### src/core/dcc_defs.vh
/*
 * Constants for the dual comparator control block: register offsets,
 * field positions and reset values.
 * Assumes a 32-bit Avalon-MM slave with word-aligned registers.
 */
`ifndef DCC_DEFS_VH
`define DCC_DEFS_VH

`define DCC_OFS_ONE_MAIN     4'h0
`define DCC_OFS_ONE_INPUTS   4'h1
`define DCC_OFS_TWO_MAIN     4'h2
`define DCC_OFS_TWO_INPUTS   4'h3
`define DCC_OFS_MIRROR       4'h4
`define DCC_OFS_IRQ_FLAGS    4'h5
`define DCC_OFS_PORT_CTRL    4'h6
`define DCC_OFS_PORT_READ    4'h7

`define DCC_BIT_ENABLE       7
`define DCC_BIT_RESULT       6
`define DCC_BIT_PIN_OE       5
`define DCC_BIT_INVERT       4
`define DCC_BIT_SPEED        2
`define DCC_BIT_HYST         1
`define DCC_BIT_SYNC         0
`define DCC_BIT_RISE_IE      7
`define DCC_BIT_FALL_IE      6
`define DCC_POS_CH_HI        5
`define DCC_POS_CH_LO        4
`define DCC_BIT_NEG_CH       0

`define DCC_MAIN_WMASK       8'hB7
`define DCC_INPUTS_WMASK     8'hF1
`define DCC_MAIN_RESET       8'h04
`define DCC_INPUTS_RESET     8'h00

`endif

### src/core/dcc_top.v
/*
 * Dual comparator control: control registers, result conditioning,
 * timer-synchronous output latch, edge interrupt flags and port read mask.
 * Assumes analog results arrive synchronous to ref_clk and the prescaled
 * timer clock is a sampled level input.
 */
// Implementation choices: the register offsets and the Avalon-MM register port.
`timescale 1ns/1ps
`default_nettype none
`include "dcc_defs.vh"

module dcc_top (
    input  wire        ref_clk,
    input  wire        reset,
    input  wire [5:0]  avs_address,
    input  wire        avs_read,
    input  wire        avs_write,
    input  wire [31:0] avs_writedata,
    input  wire [3:0]  avs_byteenable,
    output reg  [31:0] avs_readdata,
    output reg         avs_waitrequest,
    input  wire [1:0]  analog_compare_raw,
    input  wire        timer_clk_prescaled,
    input  wire [1:0]  pin_direction_bit,
    input  wire [7:0]  port_pin_levels,
    output reg  [1:0]  cmp_enable,
    output reg  [1:0]  cmp_speed_power_select,
    output reg  [1:0]  cmp_hysteresis_enable,
    output reg  [3:0]  cmp_positive_channel_field,
    output reg  [1:0]  cmp_negative_channel_select,
    output reg  [1:0]  cmp_timer_result,
    output reg  [1:0]  cmp_pin_out,
    output reg  [1:0]  cmp_pin_oe_n,
    output reg  [1:0]  complementary_output_generator,
    output reg  [1:0]  cmp_irq_flag
);

////////////////////////////////////////////////////////////////////////////////
// Registers

reg  [7:0] main_reg [0:1];
reg  [7:0] inputs_reg [0:1];
reg  [7:0] analog_pin_select_reg;
reg  [1:0] result_reg;
reg  [1:0] result_prev_reg;
reg  [1:0] sync_hold_reg;
reg        tclk_prev_reg;
reg        ack_reg;

// A write lands at the answer edge, where the master sees waitrequest low
wire       wr_go = avs_write && !avs_waitrequest && avs_byteenable[0];
wire       rd_go = avs_read && avs_waitrequest && !ack_reg;
wire [3:0] word_idx = avs_address[5:2];
wire [7:0] wbyte = avs_writedata[7:0];
wire       tclk_fall = tclk_prev_reg && !timer_clk_prescaled;

wire [1:0] cond_now;
wire [1:0] rise_evt;
wire [1:0] fall_evt;
wire [1:0] clr_req;
wire [1:0] sync_sel;
wire [1:0] delivered;

genvar g;
generate
    for (g = 0; g < 2; g = g + 1) begin : g_cmp
        // A disabled comparator outputs low before polarity
        assign cond_now[g] = (main_reg[g][`DCC_BIT_ENABLE] & analog_compare_raw[g])
                             ^ main_reg[g][`DCC_BIT_INVERT];
        // Edge of the registered status versus last cycle
        assign rise_evt[g] = result_reg[g] & ~result_prev_reg[g]
                             & inputs_reg[g][`DCC_BIT_RISE_IE];
        assign fall_evt[g] = ~result_reg[g] & result_prev_reg[g]
                             & inputs_reg[g][`DCC_BIT_FALL_IE];
        assign clr_req[g] = wr_go && (word_idx == `DCC_OFS_IRQ_FLAGS) && wbyte[g];
        assign sync_sel[g] = main_reg[g][`DCC_BIT_SYNC];
        // Async path follows cond directly; sync path holds latched value
        assign delivered[g] = sync_sel[g] ? sync_hold_reg[g] : cond_now[g];
    end
endgenerate

integer i;
integer j;

////////////////////////////////////////////////////////////////////////////////
// Register writes and state

always @(posedge ref_clk) begin
    if (reset) begin
        for (i = 0; i < 2; i = i + 1) begin
            main_reg[i]   <= `DCC_MAIN_RESET;
            inputs_reg[i] <= `DCC_INPUTS_RESET;
        end
        analog_pin_select_reg <= 8'h00;
        result_reg      <= 2'h0;
        result_prev_reg <= 2'h0;
        sync_hold_reg   <= 2'h0;
        tclk_prev_reg   <= 1'b0;
        cmp_irq_flag    <= 2'h0;
    end else begin
        if (wr_go) begin
            case (word_idx)
                `DCC_OFS_ONE_MAIN:   main_reg[0]   <= wbyte & `DCC_MAIN_WMASK;
                `DCC_OFS_TWO_MAIN:   main_reg[1]   <= wbyte & `DCC_MAIN_WMASK;
                `DCC_OFS_ONE_INPUTS: inputs_reg[0] <= wbyte & `DCC_INPUTS_WMASK;
                `DCC_OFS_TWO_INPUTS: inputs_reg[1] <= wbyte & `DCC_INPUTS_WMASK;
                `DCC_OFS_PORT_CTRL:  analog_pin_select_reg <= wbyte;
                default: ;
            endcase
        end
        result_reg      <= cond_now;
        result_prev_reg <= result_reg;
        tclk_prev_reg   <= timer_clk_prescaled;
        // Latch on falling edge of the prescaled timer clock
        if (tclk_fall)
            sync_hold_reg <= cond_now;
        // Write-one-to-clear; a same-cycle edge keeps the flag
        cmp_irq_flag <= (cmp_irq_flag & ~clr_req) | rise_evt | fall_evt;
    end
end

////////////////////////////////////////////////////////////////////////////////
// Outputs to analog cores, timer, pins and output generator

always @(posedge ref_clk) begin
    if (reset) begin
        cmp_enable                     <= 2'h0;
        cmp_speed_power_select         <= 2'h3;
        cmp_hysteresis_enable          <= 2'h0;
        cmp_positive_channel_field     <= 4'h0;
        cmp_negative_channel_select    <= 2'h0;
        cmp_timer_result               <= 2'h0;
        cmp_pin_out                    <= 2'h0;
        cmp_pin_oe_n                   <= 2'h3;
        complementary_output_generator <= 2'h0;
    end else begin
        for (j = 0; j < 2; j = j + 1) begin
            cmp_enable[j]             <= main_reg[j][`DCC_BIT_ENABLE];
            cmp_speed_power_select[j] <= main_reg[j][`DCC_BIT_SPEED];
            cmp_hysteresis_enable[j]  <= main_reg[j][`DCC_BIT_HYST];
            cmp_negative_channel_select[j] <= inputs_reg[j][`DCC_BIT_NEG_CH];
            // Pin drive ignores the enable bit, needs direction cleared
            cmp_pin_oe_n[j] <= ~(main_reg[j][`DCC_BIT_PIN_OE] & ~pin_direction_bit[j]);
        end
        cmp_positive_channel_field <= {inputs_reg[1][`DCC_POS_CH_HI:`DCC_POS_CH_LO],
                                       inputs_reg[0][`DCC_POS_CH_HI:`DCC_POS_CH_LO]};
        // The output stage adds one flop so ports come straight from registers
        cmp_timer_result <= delivered;
        cmp_pin_out      <= delivered;
        complementary_output_generator <= result_reg;
    end
end

////////////////////////////////////////////////////////////////////////////////
// Avalon-MM slave: one wait cycle, then ack

function [7:0] status_view;
    input [7:0] m;
    input       r;
    begin
        status_view = m;
        status_view[`DCC_BIT_RESULT] = r;
    end
endfunction

reg [7:0] rd_byte;
always @* begin
    case (word_idx)
        `DCC_OFS_ONE_MAIN:   rd_byte = status_view(main_reg[0], result_reg[0]);
        `DCC_OFS_TWO_MAIN:   rd_byte = status_view(main_reg[1], result_reg[1]);
        `DCC_OFS_ONE_INPUTS: rd_byte = inputs_reg[0];
        `DCC_OFS_TWO_INPUTS: rd_byte = inputs_reg[1];
        `DCC_OFS_MIRROR:     rd_byte = {6'h00, result_reg[1], result_reg[0]};
        `DCC_OFS_IRQ_FLAGS:  rd_byte = {6'h00, cmp_irq_flag};
        `DCC_OFS_PORT_CTRL:  rd_byte = analog_pin_select_reg;
        `DCC_OFS_PORT_READ:  rd_byte = port_pin_levels & ~analog_pin_select_reg;
        default:             rd_byte = 8'h00;
    endcase
end

always @(posedge ref_clk) begin
    if (reset) begin
        ack_reg         <= 1'b0;
        avs_waitrequest <= 1'b1;
        avs_readdata    <= 32'h00000000;
    end else begin
        ack_reg         <= rd_go || (avs_write && avs_waitrequest && !ack_reg);
        avs_waitrequest <= !(rd_go || (avs_write && avs_waitrequest && !ack_reg));
        if (rd_go)
            avs_readdata <= {24'h000000, rd_byte};
    end
end

endmodule
`default_nettype wire

### config.mk
export PLATFORM = sky130hd
export DESIGN_NAME = dcc_top
export DESIGN_NICKNAME = d
export VERILOG_FILES = /design/src/core/dcc_top.v
export VERILOG_INCLUDE_DIRS = /design/src /design/src/core
export SDC_FILE = /design/constraint.sdc
export NUM_CORES = 1
export LEC_CHECK = 0
export ABC_AREA = 0
export BUFFER_PORTS_ARGS = -buffer_cell sky130_fd_sc_hd__buf_4
export CAP_MARGIN = 20
export CORE_MARGIN = 2
export CORE_UTILIZATION = 35
export CTS_CLUSTER_SIZE = 40
export DETAILED_ROUTE_END_ITERATION = 12
export PLACE_DENSITY = 0.65
export SYNTH_ARGS = -nofsm -noshare
export SYNTH_HDL_FRONTEND = slang
export SYNTH_SLANG_ARGS = --single-unit
### constraint.sdc
create_clock -name ref_clk -period 2.53 [get_ports ref_clk]
set_input_delay 0.1265 -clock ref_clk [delete_from_list [all_inputs] [get_ports ref_clk]]
set_output_delay 0.1265 -clock ref_clk [all_outputs]
set_load 0.01 [all_outputs]
==> qor.yml <==
run_status:
  status: "complete, no violations"
critical_path:
  critical_path.cell_chain: "and3b_1, nand3_1, o21bai_1, buf_4"
  critPathMaxFanout: 5
  slowest_stage: "and3b_1"
  crit_buf_inv: 1
  reg2reg_slack_ns: 0.77
  critPathLaunchType: "flop"
  end_kind: "flop"
  crit_required_ns: 2.59
  cp_slowest_stage_delay_ns: 0.40
  reg2reg_to: "main_reg[0][5]$_DFFE_PP_"
  arrival_ns: 1.82
  critPathLaunch: "avs_waitrequest$_SDFF_PP1_"
  r2r_start: "avs_waitrequest$_SDFF_PP1_"
  critical_path_class: "flop to flop"
  critPathTopFamily: "simple AND/OR/NAND/NOR gates"
  r2r.worst_path.cells: 4
synthesis:
  yosysWarnings: 0
  yosysSeqAreaShare: 0.5289
  postSynthAreaPerCell_sq_um: 10.46
  syn_area_sq_mm: 0.002877
  synth_top_cell_by_area: "dfxtp_1"
  synth_top_area_share: 0.2993
  synth_cell_types: 43
  synth_seq_cells: 65
  synthArstFlopShare: 0
  ys.flop_type: "dfxtp_1"
  netlist_instances: 275
  synth_edf_count: 22
  synth.top_cells.by_area: "dfxtp_1 (30%), edfxtp_1 (23%), buf_4 (7.0%), mux2i_1 (5.9%), nor2_1 (3.3%)"
timing:
  rsz0062_at_grt: "no"
  finalHoldViolations: 0
  finalSetupTns_ns: 0
  drv_slew: 0
  setup_viol: 0
  fin_worst_skew_ns: 0.009149
  fmax_mhz: 568.2
  max_slew.worst_pin.slew_ns: 0.5100
  fin_crit_sh: 0.6957
  slew_headroom: 0.6589
  fin_crit_ns: 1.760
drt:
  dr.first_iter.drc_count: 152
  ant_nets: 0
  drcViolationCount: 0
  wl_um: 6425
  viasPerCell: 4.710
  vias: 2096
  firstDrtPassIters: 4
  detail_route.wl_per_cell_um: 14.44
global_route:
  grt_overflow: 0
  grt_pass1_vias: 1998
  grt_max_degree: 51
  grt_usage: 0.1505
  grt_pass1_wl_um: 10120
  grt_antenna_before_repair: 0
finish:
  layout.nets: 394
  seqCellArea_sq_mm: 0.001521
  areaGrowthSynthToFinish_pct: 23.27
  diodes: 0
  final_cell_mix: "buf_4 (61), dfxtp_1 (43), nor2_1 (25)"
  nFillCells: 810
  multi_input_area_sq_mm: 0.001149
  layout-drive-gt1-share: 0.2412
  largest_register_ffs: 12
  layout_commonest_cell: "buf_4"
clock_network:
  clkSinkCount: 65
  clockBufferDepth: 2
  cts_tree: "done"
  cts_root_buf: "clkbuf_8"
  cts_setup_buffers: 0
  hold_buffers: 3
  cts_max_level: 3
  clkLatencyLatePin_ns: 0.35
  cts.clk_slew.worst_paths_ns: 0.07
  cts_resized: 0
  cts_buffers: 9
job:
  maxCapViolCount: 0
min_path:
  hold_path.class: "input pin to flop"
  hold_path.startpoint: "avs_writedata[3]"
  min_path_cells: 3
  min_delay_worst_endpoint: "analog_pin_select_reg[3]$_SDFFE_PP0P_"
floorplanning:
  die_w_um: 94.66
  die_area_sq_mm: 0.008960
  start_util: 0.3554
  fp.dieH_um: 94.66
  core.rowCount: 33
  io_pins: 114
  core-area_sq_mm: 0.008093
placement:
  gp_congestion: 0.8173
  numPortBuffers: 60
  hpwl_um: 4560
power_and_ir_drop:
  vdd_drop_max_mv: 0.2430
  power_per_cell_area_mw_per_mm2: 661.6
  p_total_mw: 2.346
  p_leak_nw: 1.525
[per-layer routing]
layer | routed length, um | up-vias | global-route usage
li1 | - | 1032 | -
met1 | 2902 | 976 | 0.2011
met2 | 3043 | 77 | 0.2323
met3 | 364 | 11 | 0.02793
met4 | 113 | 0 | 0.07729
met5 | 0 | - | 0
[cell families (layout without fill, tap and decap cells)]
family	count (synthesis)	count (layout)	share of synthesized area
AND/OR/NAND/NOR	104	104	0.1988
XOR/XNOR	2	2	0.006091
buffers and inverters	46	88	0.1018
multiplexers	19	19	0.07612
flip-flops	65	65	0.5289
other	1	24	0.001304
AO/OA/AOI/OAI	38	38	0.08699
[how the worst max path moves through the flow]
stage                                   end  cells past startpoint
2_1_floorplan      main_reg[0][0]$_DFFE_PP_                      4
3_3_place_gp   avs_readdata[0]$_SDFFE_PP0P_                      5
3_5_place_dp       main_reg[0][4]$_DFFE_PP_                      5
4_1_cts            main_reg[0][5]$_DFFE_PP_                      4
5_1_grt            main_reg[0][4]$_DFFE_PP_                      4
6_report           main_reg[0][5]$_DFFE_PP_                      4
[synth_stat cells, types with 2 or more instances]
library cell and instances:
nand3_1 6, o32ai_1 3, o21ai_0 9, and3b_1 2, nor2_1 25, mux2i_1 17
nand2b_1 4, o21a_1 2, a31oi_1 3, nor3_1 6, buf_4 27, a211oi_1 2
or3_1 3, nor2b_1 14, buf_6 2, or3b_1 2, and2_1 10, nand3b_1 10
nand2_1 16, edfxtp_1 22, dfxtp_1 43, a21oi_1 8, o21bai_1 2, clkbuf_1 6
buf_2 3, a41o_1 2, or2_2 2, inv_1 8, xor2_1 2
[through the flow]
step           cells  utilization  area (sq um)  setup WS [ns]  hold slack [ns]
6_report         445       0.4382          3546         0.7699          0.01274
5_1_grt          445       0.4382          3546         0.7255          0.03391
4_1_cts          445       0.4382          3546         0.8153          0.01849
3_5_place_dp     426       0.4065          3289         0.7756           0.3179
3_3_place_gp     426       0.4065          3289         0.7991           0.3109
2_1_floorplan    298            -          2963          1.018           0.2208
[cell type report]
class,count,share of cell area
tap,105,0.03705
sequential,65,0.4291
clock inverter,7,0.02893
multi-input combinational,187,0.3239
timing repair buffer,64,0.1376
clock buffer,9,0.03493
inverter,8,0.008469
[worst min-delay path, delay by kind of cell]
kind | cells | cell delay (ns)
simple gates | 1 | 0.07
mux | 1 | 0.05
buf+inv | 1 | 0.08
[power by group]
| part | internal [mW] | switching (mW) | leakage (nW) |
|---|---|---|---|
| Clock | 0.564 | 0.435 | 0.110 |
| Combinational | 0.0948 | 0.123 | 0.843 |
| Sequential | 1.11 | 0.0191 | 0.572 |
Power figures use the tool's default switching activity.
